==> src/dtio_params.svh <==
`ifndef DTIO_PARAMS_SVH
`define DTIO_PARAMS_SVH

// ********************************************
// Timing
// ********************************************
`define DTIO_CLK_HZ 25000000
`define DTIO_TICK_MS 100
`define DTIO_DELAY_MAX_TENTHS 20'h08ca0
`define DTIO_TRAIN_MAX_HZ 50000
`define DTIO_TRAIN_MIN_HALF ((`DTIO_CLK_HZ + 2 * `DTIO_TRAIN_MAX_HZ - 1) / (2 * `DTIO_TRAIN_MAX_HZ))

// ********************************************
// Field positions and counts
// ********************************************
`define DTIO_PULSE_SW 4
`define DTIO_DELAYED_SW 3
`define DTIO_CURVE_FIRST 3'h1
`define DTIO_CURVE_LAST 3'h5
`define DTIO_CURVE_FOUR_POINT 3'h4

// ********************************************
// Reset values and function codes
// ********************************************
`define DTIO_CURVE_RST 9'h0d1
`define DTIO_BELOW_RST 3'h0
`define DTIO_POL_RST 10'h000
`define DTIO_DELAY_RST 16'h0000
`define DTIO_TYPE_RST 1'h0
`define DTIO_FMODE_RST 1'h0
`define DTIO_FUNC_RST 25'h0408040
`define DTIO_FN_NONE 5'h00
`define DTIO_FN_RUN 5'h01
`define DTIO_FN_FAULT 5'h02

`endif

==> src/dtio_pkg.sv <==
`default_nettype none
package dtio_pkg;

    typedef enum logic [3:0] {
        DTIO_SEL_CURVE = 4'h0,
        DTIO_SEL_BELOW = 4'h1,
        DTIO_SEL_DELAY_ONE = 4'h2,
        DTIO_SEL_DELAY_TWO = 4'h3,
        DTIO_SEL_DELAY_THREE = 4'h4,
        DTIO_SEL_POL_LOW = 4'h5,
        DTIO_SEL_POL_HIGH = 4'h6,
        DTIO_SEL_IN_TWO_TYPE = 4'h7,
        DTIO_SEL_FAST_MODE = 4'h8,
        DTIO_SEL_FUNC_FAST = 4'h9,
        DTIO_SEL_FUNC_BOARD = 4'ha,
        DTIO_SEL_FUNC_EXT_RELAY = 4'hb,
        DTIO_SEL_FUNC_OC_ONE = 4'hc,
        DTIO_SEL_FUNC_EXT_OUT = 4'hd
    } dtio_sel_t;

    typedef struct packed {
        logic we;
        dtio_sel_t sel;
        logic [19:0] data;
    } dtio_cfg_wr_t;

    typedef struct packed {
        logic [2:0][2:0] curve;
        logic [2:0] below;
        logic [2:0][15:0] delay;
        logic [9:0] pol;
        logic in_two_current;
        logic fast_switch;
        logic [4:0][4:0] func;
    } dtio_cfg_t;

    typedef struct packed {
        logic [2:0] curve;
        logic four_point;
        logic below;
        logic zero;
        logic [11:0] value;
    } dtio_ain_res_t;

    typedef struct packed {
        logic [31:0] pre;
        logic [15:0] tenths;
        logic out;
    } dtio_dly_t;

    typedef struct packed {
        dtio_cfg_t cfg;
        logic reject;
        logic [9:3] sw;
        logic pulse_in;
        logic [2:0][17:0] ain;
        logic [15:0] train_cnt;
        logic train_level;
        logic [3:0] outs;
        logic in_two_current;
    } dtio_state_t;

endpackage
`default_nettype wire

==> src/dtio_top.sv <==
`include "dtio_params.svh"
`default_nettype none
// Overview of operation
// - Three curve digits select analog curves, default 321.
// - Curves one-three two points, four-five four.
// - Digit zero: below minimum uses minimum-point setting.
// - Digit one: below minimum reports zero percent.
// - Switch inputs one-three delay 0-3600.0 s.
// - Other switch inputs act without delay.
// - Two five-digit polarity settings, default zero.
// - Polarity zero: connected to common means active.
// - Polarity one: connected to common means inactive.
// - Pulse reference comes only from switch five.
// - Second analog type: zero voltage, one current.
// - Fast output mode: zero pulse, one switch.
// - Pulse train never exceeds 50 kHz.
// - Five output function selects, defaults 0,2,0,1,4.
// - Code 0 off, 1 running, 2 fault stop.
// - Input above maximum clamps to maximum.
module dtio_top #(
    parameter int TICK_CYCLES = `DTIO_CLK_HZ / 1000 * `DTIO_TICK_MS
) (
    input wire logic CLK_SYS,
    input wire logic RESET_N,
    input wire dtio_pkg::dtio_cfg_wr_t CFG_WR,
    output logic CFG_REJECT,
    input wire logic [9:0] SW_CONNECTED,
    output logic [9:0] SW_ACTIVE,
    output logic PULSE_IN,
    input wire logic [2:0][11:0] AIN_LEVEL,
    input wire logic [4:0][11:0] CURVE_MIN,
    input wire logic [4:0][11:0] CURVE_MAX,
    output dtio_pkg::dtio_ain_res_t [2:0] AIN_RESULT,
    output logic IN_TWO_CURRENT,
    input wire logic DRIVE_RUNNING,
    input wire logic DRIVE_FAULT_STOP,
    input wire logic [31:0] FUNC_EXTRA,
    input wire logic [15:0] FAST_HALF_PERIOD,
    output logic FAST_MUX_OUTPUT,
    output logic FAST_OUTPUT_SWITCH_MODE,
    output logic BOARD_RELAY_OUT,
    output logic EXT_RELAY_OUT,
    output logic OPEN_COLLECTOR_OUT_ONE,
    output logic EXTENSION_DIGITAL_OUT
);
    import dtio_pkg::*;

    localparam logic [15:0] TRAIN_MIN_HALF = 16'(`DTIO_TRAIN_MIN_HALF);

    dtio_state_t q;
    dtio_state_t d;
    logic [9:0] sw_cond;
    logic [2:0] sw_delayed;
    logic [2:0][11:0] ain_lo;
    logic [2:0][11:0] ain_hi;
    logic curve_ok;
    logic [15:0] train_half;

    // ********************************************
    // Helpers
    // ********************************************
    function automatic logic bin_digits_ok(input logic [19:0] v, input int n);
        logic ok;
        ok = 1'b1;
        for (int k = 0; k < 5; k++) begin
            if (k < n) begin
                ok = ok && (v[4 * k +: 4] <= 4'h1);
            end else begin
                ok = ok && (v[4 * k +: 4] == 4'h0);
            end
        end
        return ok;
    endfunction

    function automatic logic fn_value(input logic [4:0] code, input logic run, input logic fault,
                                      input logic [31:0] extra);
        case (code)
            `DTIO_FN_NONE: fn_value = 1'b0;
            `DTIO_FN_RUN: fn_value = run;
            `DTIO_FN_FAULT: fn_value = fault;
            default: fn_value = extra[code];
        endcase
    endfunction

    // Curve digits are decimal; each must name one of the five curves.
    assign curve_ok = CFG_WR.data[19:12] == 8'h00 &&
                      CFG_WR.data[11:8] >= 4'(`DTIO_CURVE_FIRST) && CFG_WR.data[11:8] <= 4'(`DTIO_CURVE_LAST) &&
                      CFG_WR.data[7:4] >= 4'(`DTIO_CURVE_FIRST) && CFG_WR.data[7:4] <= 4'(`DTIO_CURVE_LAST) &&
                      CFG_WR.data[3:0] >= 4'(`DTIO_CURVE_FIRST) && CFG_WR.data[3:0] <= 4'(`DTIO_CURVE_LAST);

    // A requested half period below the limit is raised to it, so no setting can overrun the pin.
    assign train_half = (FAST_HALF_PERIOD < TRAIN_MIN_HALF) ? TRAIN_MIN_HALF : FAST_HALF_PERIOD;

    // ********************************************
    // Switch input conditioning
    // ********************************************
    assign sw_cond = SW_CONNECTED ^ q.cfg.pol;

    // Only the first three inputs carry a timer; the rest stay lean on purpose.
    for (genvar i = 0; i < `DTIO_DELAYED_SW; i++) begin : g_delay
        dtio_delay #(
            .TICK_CYCLES(TICK_CYCLES)
        ) u_delay (
            .clk_sys(CLK_SYS),
            .reset_n(RESET_N),
            .in_level(sw_cond[i]),
            .delay_tenths(q.cfg.delay[i]),
            .out_level(sw_delayed[i])
        );
    end

    for (genvar i = 0; i < 3; i++) begin : g_ain
        assign ain_lo[i] = CURVE_MIN[3'(q.cfg.curve[i] - 3'h1)];
        assign ain_hi[i] = CURVE_MAX[3'(q.cfg.curve[i] - 3'h1)];
    end

    // ********************************************
    // Next state
    // ********************************************
    always_comb begin
        d = q;
        d.reject = 1'b0;
        if (CFG_WR.we) begin
            case (CFG_WR.sel)
                DTIO_SEL_CURVE: begin
                    if (curve_ok) begin
                        d.cfg.curve = {CFG_WR.data[10:8], CFG_WR.data[6:4], CFG_WR.data[2:0]};
                    end else begin
                        d.reject = 1'b1;
                    end
                end
                DTIO_SEL_BELOW: begin
                    d.reject = !bin_digits_ok(CFG_WR.data, 3);
                    if (!d.reject) d.cfg.below = {CFG_WR.data[8], CFG_WR.data[4], CFG_WR.data[0]};
                end
                DTIO_SEL_DELAY_ONE, DTIO_SEL_DELAY_TWO, DTIO_SEL_DELAY_THREE: begin
                    d.reject = CFG_WR.data > `DTIO_DELAY_MAX_TENTHS;
                    if (!d.reject) d.cfg.delay[2'(CFG_WR.sel - DTIO_SEL_DELAY_ONE)] = CFG_WR.data[15:0];
                end
                DTIO_SEL_POL_LOW, DTIO_SEL_POL_HIGH: begin
                    d.reject = !bin_digits_ok(CFG_WR.data, 5);
                    if (!d.reject && CFG_WR.sel == DTIO_SEL_POL_LOW) begin
                        d.cfg.pol[4:0] = {CFG_WR.data[16], CFG_WR.data[12], CFG_WR.data[8], CFG_WR.data[4],
                                          CFG_WR.data[0]};
                    end else if (!d.reject) begin
                        d.cfg.pol[9:5] = {CFG_WR.data[16], CFG_WR.data[12], CFG_WR.data[8], CFG_WR.data[4],
                                          CFG_WR.data[0]};
                    end
                end
                DTIO_SEL_IN_TWO_TYPE: begin
                    d.reject = !bin_digits_ok(CFG_WR.data, 1);
                    if (!d.reject) d.cfg.in_two_current = CFG_WR.data[0];
                end
                DTIO_SEL_FAST_MODE: begin
                    d.reject = !bin_digits_ok(CFG_WR.data, 1);
                    if (!d.reject) d.cfg.fast_switch = CFG_WR.data[0];
                end
                DTIO_SEL_FUNC_FAST, DTIO_SEL_FUNC_BOARD, DTIO_SEL_FUNC_EXT_RELAY, DTIO_SEL_FUNC_OC_ONE,
                DTIO_SEL_FUNC_EXT_OUT: begin
                    d.reject = CFG_WR.data[19:5] != 15'h0000;
                    if (!d.reject) d.cfg.func[3'(CFG_WR.sel - DTIO_SEL_FUNC_FAST)] = CFG_WR.data[4:0];
                end
                default: d.reject = 1'b1;
            endcase
        end
        d.sw = sw_cond[9:3];
        d.pulse_in = (`DTIO_PULSE_SW < `DTIO_DELAYED_SW) ? sw_delayed[0] : sw_cond[`DTIO_PULSE_SW];
        for (int i = 0; i < 3; i++) begin
            d.ain[i][13] = AIN_LEVEL[i] < ain_lo[i];
            d.ain[i][12] = d.ain[i][13] && q.cfg.below[i];
            if (d.ain[i][13]) begin
                d.ain[i][11:0] = ain_lo[i];
            end else if (AIN_LEVEL[i] > ain_hi[i]) begin
                d.ain[i][11:0] = ain_hi[i];
            end else begin
                d.ain[i][11:0] = AIN_LEVEL[i];
            end
            d.ain[i][14] = q.cfg.curve[i] >= `DTIO_CURVE_FOUR_POINT;
            d.ain[i][17:15] = q.cfg.curve[i];
        end
        // A stopped train holds its level so that a restart never shortens a half period.
        if (q.cfg.fast_switch) begin
            d.train_cnt = '0;
            d.train_level = fn_value(q.cfg.func[0], DRIVE_RUNNING, DRIVE_FAULT_STOP, FUNC_EXTRA);
        end else if (FAST_HALF_PERIOD == 16'h0000) begin
            d.train_cnt = '0;
        end else if (q.train_cnt >= train_half - 16'h0001) begin
            d.train_cnt = '0;
            d.train_level = !q.train_level;
        end else begin
            d.train_cnt = q.train_cnt + 16'h0001;
        end
        for (int k = 0; k < 4; k++) begin
            d.outs[k] = fn_value(q.cfg.func[k + 1], DRIVE_RUNNING, DRIVE_FAULT_STOP, FUNC_EXTRA);
        end
        d.in_two_current = q.cfg.in_two_current;
    end

    always_ff @(posedge CLK_SYS) begin
        if (!RESET_N) begin
            q <= '0;
            q.cfg.curve <= `DTIO_CURVE_RST;
            q.cfg.below <= `DTIO_BELOW_RST;
            q.cfg.delay <= {3{`DTIO_DELAY_RST}};
            q.cfg.pol <= `DTIO_POL_RST;
            q.cfg.in_two_current <= `DTIO_TYPE_RST;
            q.cfg.fast_switch <= `DTIO_FMODE_RST;
            q.cfg.func <= `DTIO_FUNC_RST;
        end else begin
            q <= d;
        end
    end

    assign CFG_REJECT = q.reject;
    assign SW_ACTIVE = {q.sw, sw_delayed};
    assign PULSE_IN = q.pulse_in;
    assign AIN_RESULT = q.ain;
    assign IN_TWO_CURRENT = q.in_two_current;
    assign FAST_MUX_OUTPUT = q.train_level;
    assign FAST_OUTPUT_SWITCH_MODE = q.cfg.fast_switch;
    assign {EXTENSION_DIGITAL_OUT, OPEN_COLLECTOR_OUT_ONE, EXT_RELAY_OUT, BOARD_RELAY_OUT} = q.outs;

    logic [15:0] gap_q;
    always_ff @(posedge CLK_SYS) begin
        if (!RESET_N) gap_q <= '0;
        else if (d.train_level != q.train_level) gap_q <= '0;
        else if (gap_q != 16'hffff) gap_q <= gap_q + 16'h0001;
    end
endmodule
`default_nettype wire

==> src/dtio_delay.sv <==
`include "dtio_params.svh"
`default_nettype none
module dtio_delay #(
    parameter int TICK_CYCLES = `DTIO_CLK_HZ / 1000 * `DTIO_TICK_MS
) (
    input wire logic clk_sys,
    input wire logic reset_n,
    input wire logic in_level,
    input wire logic [15:0] delay_tenths,
    output logic out_level
);
    import dtio_pkg::*;

    dtio_dly_t q;
    dtio_dly_t d;

    // A change must persist for the whole delay; a shorter glitch restarts it.
    always_comb begin
        d = q;
        if (in_level == q.out) begin
            d.pre = '0;
            d.tenths = '0;
        end else if (q.tenths >= delay_tenths) begin
            d.out = in_level;
            d.pre = '0;
            d.tenths = '0;
        end else if (q.pre == 32'(TICK_CYCLES - 1)) begin
            d.pre = '0;
            d.tenths = q.tenths + 16'h0001;
        end else begin
            d.pre = q.pre + 32'h00000001;
        end
    end

    always_ff @(posedge clk_sys) begin
        if (!reset_n) begin
            q <= '0;
        end else begin
            q <= d;
        end
    end

    assign out_level = q.out;
endmodule
`default_nettype wire

==> config.mk <==
export PLATFORM = sky130hd
export DESIGN_NAME = dtio_top
export DESIGN_NICKNAME = d
export VERILOG_FILES = /design/src/dtio_pkg.sv /design/src/dtio_top.sv /design/src/dtio_delay.sv
export VERILOG_INCLUDE_DIRS = /design/src /design/src/src
export SDC_FILE = /design/constraint.sdc
export NUM_CORES = 1
export LEC_CHECK = 0
export BUFFER_PORTS_ARGS = -buffer_cell sky130_fd_sc_hd__buf_2
export CAP_MARGIN = 20
export CORE_ASPECT_RATIO = 1.2
export CORE_MARGIN = 5
export CORE_UTILIZATION = 35
export CTS_BUF_LIST = sky130_fd_sc_hd__clkbuf_16
export DETAILED_ROUTE_END_ITERATION = 8
export PLACE_DENSITY_LB_ADDON = 0.12
export SLEW_MARGIN = 20
export SYNTH_ARGS = -nofsm -noshare
export SYNTH_HDL_FRONTEND = slang
export SYNTH_HIERARCHICAL = 1
export SYNTH_SLANG_ARGS = --single-unit
==> constraint.sdc <==
create_clock -name CLK_SYS -period 8.2 [get_ports CLK_SYS]
set_input_delay 2.46 -clock CLK_SYS [delete_from_list [all_inputs] [get_ports CLK_SYS]]
set_output_delay 2.46 -clock CLK_SYS [all_outputs]
set_load 0.02 [all_outputs]
# == Yosys cells after proc, flatten, opt, wreduce, memory -nomap -nowiden ==
# Cells that the tools add are included.
# W data, S select, Z words.
# word_totals
latchBits,0
romBits,0
wordCells,279
ff_bits,329
mem_bits_rw,0
out_inout_bits,73
n_memories,0
# classes
multipliers,0
n_eq_ne,30
n_reduce_logical,70
shifts,0
n_addsub,13
n_div,0
n_mux,85
bitwise_logic,8
magnitude_cmp,38
# op_table
op,count
$bmux W12 S3,6
$mux W12,12
$add A32 B1 Y32 const B,3
$eq A32 B22 Y1 const B,3
$add A16 B1 Y16 const B,4
$ge A16 B16 Y1,4
$mux W1,49
$bwmux W48,1
$gt A12 B12 Y1,3
$lt A12 B12 Y1,3
$demux W16 S2,1
$mux W16,2
$lt A5 B6 Y1 const B,5
$logic_and A1 B1 Y1,28
$bmux W1 S5,5
$bwmux W25,1
$eq A5 B1 Y1 const B,5
$eq A5 B2 Y1 const B,5
$logic_not A5 Y1,5
$eq A4 B4 Y1 const B,6
$reduce_and A3 Y1,7
$gt A20 B16 Y1 const B,1
$le A4 B1 Y1 const B,5
$logic_not A4 Y1,5
other kinds (33),75

# == Longest topological paths before layout ==
# Gate-level depths: netlist (run 1).
# logic_depth
ltp_word,19
mapped_depth,21
ltp_nobuf,17

# == Cells and area by module ==
# The synthesis (run 1) kept the hierarchy.
# modules_own_cells
mod,cells_each,area_per_inst_um2,instances
dtio_top,1575,14159.8,1
dtio_delay,322,2885.3,3

# == Worst setup path after synthesis (run 1) ==
# Ideal clock, no wire load.
# synth_path
kind,input -> register
startpoint,input FAST_HALF_PERIOD[11]
endpoint,"register, netlist name q[14]"
path_buffers,1
setup_ns,0.064
t_arrival_ns,6.507
path_slack_ns,1.630
cell_stages,18
t_required_ns,8.136
cell_sequence,or4_4 or3_4 nor3_2 o21ai_0 nand2_1 ha_1 nand2_1 or4b_2 nor3_1 xnor2_1 ha_1 a21o_1 nand2_1 nand3_1 o21ai_0 nand4_2 buf_6 nor2_1
# synth_rtl
item,line,text
from (decl),dtio_top.sv:38,"input wire logic [15:0] FAST_HALF_PERIOD,"

==> metrics.yaml, run 1 <==
status: "completed"
fmax_ghz: 0.148
cp.arrival_ns: 7.24
antenna_found_initial: 15
grt_pass1_wl_um: 118000
setup_slack_ns: 1.45
utilization_pct: 39.7
clk_latency_ns: 0.56
wire_per_inst_um: 21.7
syn2layout_area_growth_pct: 12.5
slew_violations: 0
place_hpwl_um: 58200
port_buffers: 315
worst-path-max-fanout: 16
dp_slack_ns: 0.858
grt_max_degree: 57
cp-startpoint: "FAST_HALF_PERIOD[11]"
crit_type: "input pin to register"
drv_cap: 0
syn-num-nets: 2935
fill_cells: 6489
vdd_drop_max_v: 0.000114
path_clk_slew_ns: 0.06
hp-class: "register to register"
endpoint: "q[10]"
hold_buffers: 0
grt_setup_unrepaired: "no"
worstSetupStartpointType: "input pin"
drt_iter0_drc: 1322
cts_resized: 0
hold_ws_ns: 0.432
top_level_ports: 316
die-area_sq_um: 70400
relSlewSlack_pct: 25.1
r2r_start: "d[37]"
power_leakage_nw: 10.1
start_util_pct: 35.3
viasPerCell: 5.54
cts_buffers: 40
dp_cells: 3500
firstDrtPassIters: 7
clock_sinks: 328
finalSetupTns_ns: 0
final_nets: 3104
ys_seq_elements: 328
synth.distinct_cells: 80
fin_area_sq_um: 25700
cts.htree.levels: 2
critPathSlowestCell: "or4b_2"
fp.dieW_um: 243
clockRootBuffer: "clkbuf_16"
ant_nets: 0
multi_input_comb_area_sq_um: 14600
fin_skew_ns: 0.0137
min_period_over_period_pct: 82.4
path_cells: "buf_2, or4_4, or3_4, nor3_2, o21ai_0, nand2_1, ha_1, nand2_1, or4b_2, nor3_1, xnor2_1, ha_1, a21o_1, nand2_1, nand3_1, o21ai_0, nand4_2, nor2_1"
fp-row-count: 102
drc: 0
yosys_warnings: 6
drive_gt1_share_pct: 22.6
end_kind: "register"
path_common_cell: "nand2_1"
synthCells: 2541
cts_buffer_depth: 3
layout_min_cycle_time_ns: 6.75
ys_async_sr_fraction_pct: 0
drt_wl_total_um: 77500
track_usage_pct: 21.0
synth_top_cell_area_share_pct: 28.8
tightest_slew_ns: 1.12
seq_area_frac_synth_pct: 28.8
cts_setup_buffers: 0
reg2reg_depth: 14
vias: 19800
grt_pass1_vias: 19500
setup_viol: 0
cp.required_ns: 8.68
ys.flop_type: "dfxtp_1"
gp_congestion: 0.980
synth_area_leader_cell: "dfxtp_1"
layout_commonest_cell: "dfxtp_1"
power_density_nw_per_um2: 152
avgSynthCellArea_sq_um: 8.98
final_cell_mix: "dfxtp_1, buf_2, nor2_1, nand2_1, mux2i_1"
cts_tree: "yes"
hold_viol: 0
crit-reg2reg-capture: "AIN_RESULT[7]"
overflow: 0
fp.coreArea_sq_um: 64600
stdcell_count: 3576
total_power_mw: 3.90
dieHeight_um: 290
placed_area_sq_um: 24400
r2r_slack_ns: 2.73
synth_area_leaders: "dfxtp_1, ha_1, mux2i_1"
slowest_delay_ns: 0.70
syn-cell-area_sq_um: 22800
synth-edff-count: 0
seq_area_sq_um: 6570
state kept, by name, indices dropped and copies added, names as in the netlist, 3 cells and up:
register and count:
SW_ACTIVE 7, g_delay.u_delay/out_level 3, AIN_RESULT 54, g_delay.u_delay/q 144, q 102, d 10
cell usage after synthesis, drive strengths merged, types with 7 or more instances:
| library cell | n |
|---|---|
| and4 | 12 |
| mux2 | 82 |
| ha | 151 |
| o22a | 44 |
| o21a | 9 |
| and3 | 34 |
| nor2b | 8 |
| nand4 | 88 |
| nand2b | 7 |
| o32ai | 12 |
| inv | 107 |
| a21oi | 55 |
| and2 | 28 |
| o21ai | 52 |
| nor3 | 141 |
| mux2i | 177 |
| a22oi | 59 |
| clkbuf | 77 |
| nand3b | 8 |
| buf | 133 |
| mux4 | 44 |
| nand3 | 93 |
| o22ai | 37 |
| nand2 | 203 |
| nor4 | 41 |
| a31oi | 11 |
| xor2 | 86 |
| nor2 | 216 |
| nor3b | 9 |
| nor4b | 13 |
| or3 | 7 |
| o211ai | 9 |
| dfxtp | 328 |
| xnor2 | 90 |
| a2111oi | 11 |
logic make-up after synthesis:
family | share of synthesized area [%]
xor gates and xnor gates | 6.76
buffers and inverters | 7.26
muxes | 16.2
adders and majority gates | 8.28
and+or+nand+nor | 22.6
AOI/OAI and AO/OA | 10.1
DFF | 28.8
final cells by class:
cell class | instances | area share [%]
antenna | 4 | 0.0390
clock buffer | 40 | 3.90
clock inverter | 32 | 1.11
inverter | 108 | 1.58
multi-input combinational | 1895 | 56.9
sequential | 328 | 25.6
tap | 832 | 4.06
timing repair buffer | 337 | 6.80
worst max-delay path: cells and delay by family:
family	cells	cell delay, ns
AOI/OAI and AO/OA	3	0.72
buffers and inverters	1	0.11
xor gates and xnor gates	1	0.17
adders and majority gates	2	0.47
and+or+nand+nor	11	3.30
layer usage:
layer	GRT usage (%)	wire length, um	vias to the layer above
li1	-	-	9534
met1	26.2	32700	9546
met2	36.0	37200	579
met3	4.85	4760	143
met4	7.08	2800	12
met5	0	95	-
report_power, final:
group | internal [mW] | switching, mW | total (mW)
registers | 1.62 | 0.0120 | 1.63
clock network | 1.02 | 0.736 | 1.76
logic | 0.201 | 0.303 | 0.503
total | 2.85 | 1.05 | 3.90
how the worst min path moves through the flow:
stage                                end  slack, ns   start  depth (start not counted)
after floorplan           AIN_RESULT[12]       0.41  q[170]                          2
final                     AIN_RESULT[12]       0.43  q[170]                          2
after global routing      AIN_RESULT[12]       0.46  q[170]                          2
after detailed placement  AIN_RESULT[12]       0.43  q[170]                          2
after global placement    AIN_RESULT[12]       0.43  q[170]                          2
after CTS                 AIN_RESULT[12]       0.43  q[170]                          2
(Power assumes the default switching activity.)
==> inputs of run 2 (changes only) <==
- clock period: 8.2 -> 6.5 ns (I/O delays scaled with it)
==> run 2 against run 1 <==
Net effect: sequential power is 27% higher; flip-flop and latch count unchanged; design area about the same; wire length rose by 0.85%; global-route usage increased by 0.24 points; clock power increased by 25%; first-iteration DRC count down 14%; sequential share of layout area about the same; hold slack better by 0.0069 ns; via count increased by 1.2%; clock skew rose by 0.016 ns; largest cell class unchanged; highest routed layer unchanged.
==> metrics.yaml, run 2 (synthesized netlist as in run 1, its figures left out) <==
status: "completed"
crit-reg2reg-capture: "AIN_RESULT[11]"
fin_skew_ns: 0.0296
final_nets: 3107
slowest_delay_ns: 0.69
die-area_sq_um: 70400
reg2reg_depth: 13
placed_area_sq_um: 24400
cp.required_ns: 6.97
ant_nets: 0
grt_setup_unrepaired: "no"
drive_gt1_share_pct: 22.7
cts_tree: "yes"
r2r_slack_ns: 1.44
cpLargestDelayFamily: "simple AND/OR/NAND/NOR gates"
drc: 0
dieHeight_um: 290
overflow: 0
clk_latency_ns: 0.57
vias: 20000
clock_sinks: 328
grt_pass1_wl_um: 119000
layout_min_cycle_time_ns: 5.88
worstSetupStartpointType: "input pin"
total_power_mw: 4.90
track_usage_pct: 21.2
worst-path-max-fanout: 16
path_common_cell: "nand2_1"
cp_num_cells: 18
tightest_slew_ns: 1.08
gp_congestion: 0.949
fp.coreArea_sq_um: 64600
r2r_start: "d[37]"
hold_viol: 0
fp.dieW_um: 243
final_cell_mix: "dfxtp_1, buf_2, nor2_1, nand2_1, mux2i_1"
relSlewSlack_pct: 28.1
largest_reg_flops: 144
viasPerCell: 5.60
fin_area_sq_um: 25700
drt_iter0_drc: 1143
cts_buffer_depth: 3
critPathSlowestCell: "or4b_2"
setup_slack_ns: 0.621
drt_wl_total_um: 78200
port_buffers: 315
fp-row-count: 102
hold_buffers: 0
drv_cap: 0
fill_cells: 6513
cts_setup_buffers: 0
power_leakage_nw: 10.2
layout_commonest_cell: "dfxtp_1"
grt_max_degree: 50
cp-startpoint: "FAST_HALF_PERIOD[11]"
cts_resized: 0
syn2layout_area_growth_pct: 12.5
top_register: "g_delay.u_delay/q"
cts_buffers: 41
wire_per_inst_um: 21.8
finalSetupTns_ns: 0
crit_type: "input pin to register"
fmax_ghz: 0.170
cp.arrival_ns: 6.35
grt_pass1_vias: 20100
place_hpwl_um: 59000
start_util_pct: 35.3
end_kind: "register"
crit_buf_inv: 1
power_density_nw_per_um2: 191
path_clk_slew_ns: 0.05
slew_violations: 0
setup_viol: 0
min_period_over_period_pct: 90.4
clockRootBuffer: "clkbuf_16"
antenna_found_initial: 8
vdd_drop_max_v: 0.000141
firstDrtPassIters: 5
path_cells: "buf_2, or4_4, or3_4, nor3_2, o21ai_0, nand2_1, ha_1, nand2_1, or4b_2, nor3_1, xnor2_1, ha_1, a21o_1, nand2_1, nand3_1, o21ai_0, nand4_2, nor2_1"
endpoint: "q[9]"
dp_slack_ns: 0.00128
top_level_ports: 316
hp-class: "register to register"
cts.htree.levels: 2
## run 2: cell count changes in the layout (fill, tap and decap cells not counted), moves of 2 or more
cell	previous run	this run
buf_4	23	25
clkinv_1	9	4
bufinv_16	4	2
clkinvlp_4	1	3
inv_1	111	120
## run 2: stage by stage
stage / cells / util (%) / hold slack (ns)
floorplan: 2541 / - / 0.408
global placement: 3502 / 37.8 / 0.424
detailed placement: 3502 / 37.8 / 0.427
CTS: 3578 / 39.7 / 0.440
global route: 3579 / 39.7 / 0.463
finish: 3582 / 39.7 / 0.439
## run 2: how the worst min path moves through the flow
stage	slack (ns)	start	cells past startpoint	endpoint
after global placement	0.42	q[170]	2	AIN_RESULT[12]
after detailed placement	0.43	q[170]	2	AIN_RESULT[12]
final	0.44	q[170]	2	AIN_RESULT[12]
after global routing	0.46	q[170]	2	AIN_RESULT[12]
after floorplan	0.41	q[170]	2	AIN_RESULT[12]
after CTS	0.44	q[170]	2	AIN_RESULT[12]
## run 2: worst reg2reg max path, cell delays in order (launching register included)
cell	delay, ns
dfxtp_1	0.34
inv_1	0.06
ha_1	0.19
ha_2	0.27
buf_4	0.33
nor2_1	0.90
a22oi_1	0.50
ha_1	0.45
and4_1	0.18
nand4_1	0.18
a2111oi_0	0.58
a311o_1	0.29
nand2_1	0.31
o32ai_1	0.40
## run 2: cell type report
cell class / count / area (sq um) / area share (%)
Antenna cell: 4 / 10.0 / 0.0390
Sequential cell: 328 / 6570 / 25.6
Tap cell: 832 / 1040 / 4.06
Inverter: 108 / 405 / 1.58
Clock inverter: 35 / 245 / 0.956
Multi-Input combinational cell: 1895 / 14600 / 56.9
Timing Repair Buffer: 339 / 1760 / 6.86
Clock buffer: 41 / 1030 / 4.00
## run 2: per-layer routing
layer	wire length [um]	global-route usage (%)	part of all wire, %	vias up
li1	-	-	-	9543
met4	3490	8.98	4.5	8
met2	37300	36.1	48	642
met1	32500	26.4	42	9701
met3	4860	4.24	6.2	150
met5	48	0	0.061	-
## run 2: where the power goes
group,internal [mW],switching (mW)
logic,0.254,0.380
registers,2.05,0.0183
clock network,1.24,0.965
total,3.54,1.36
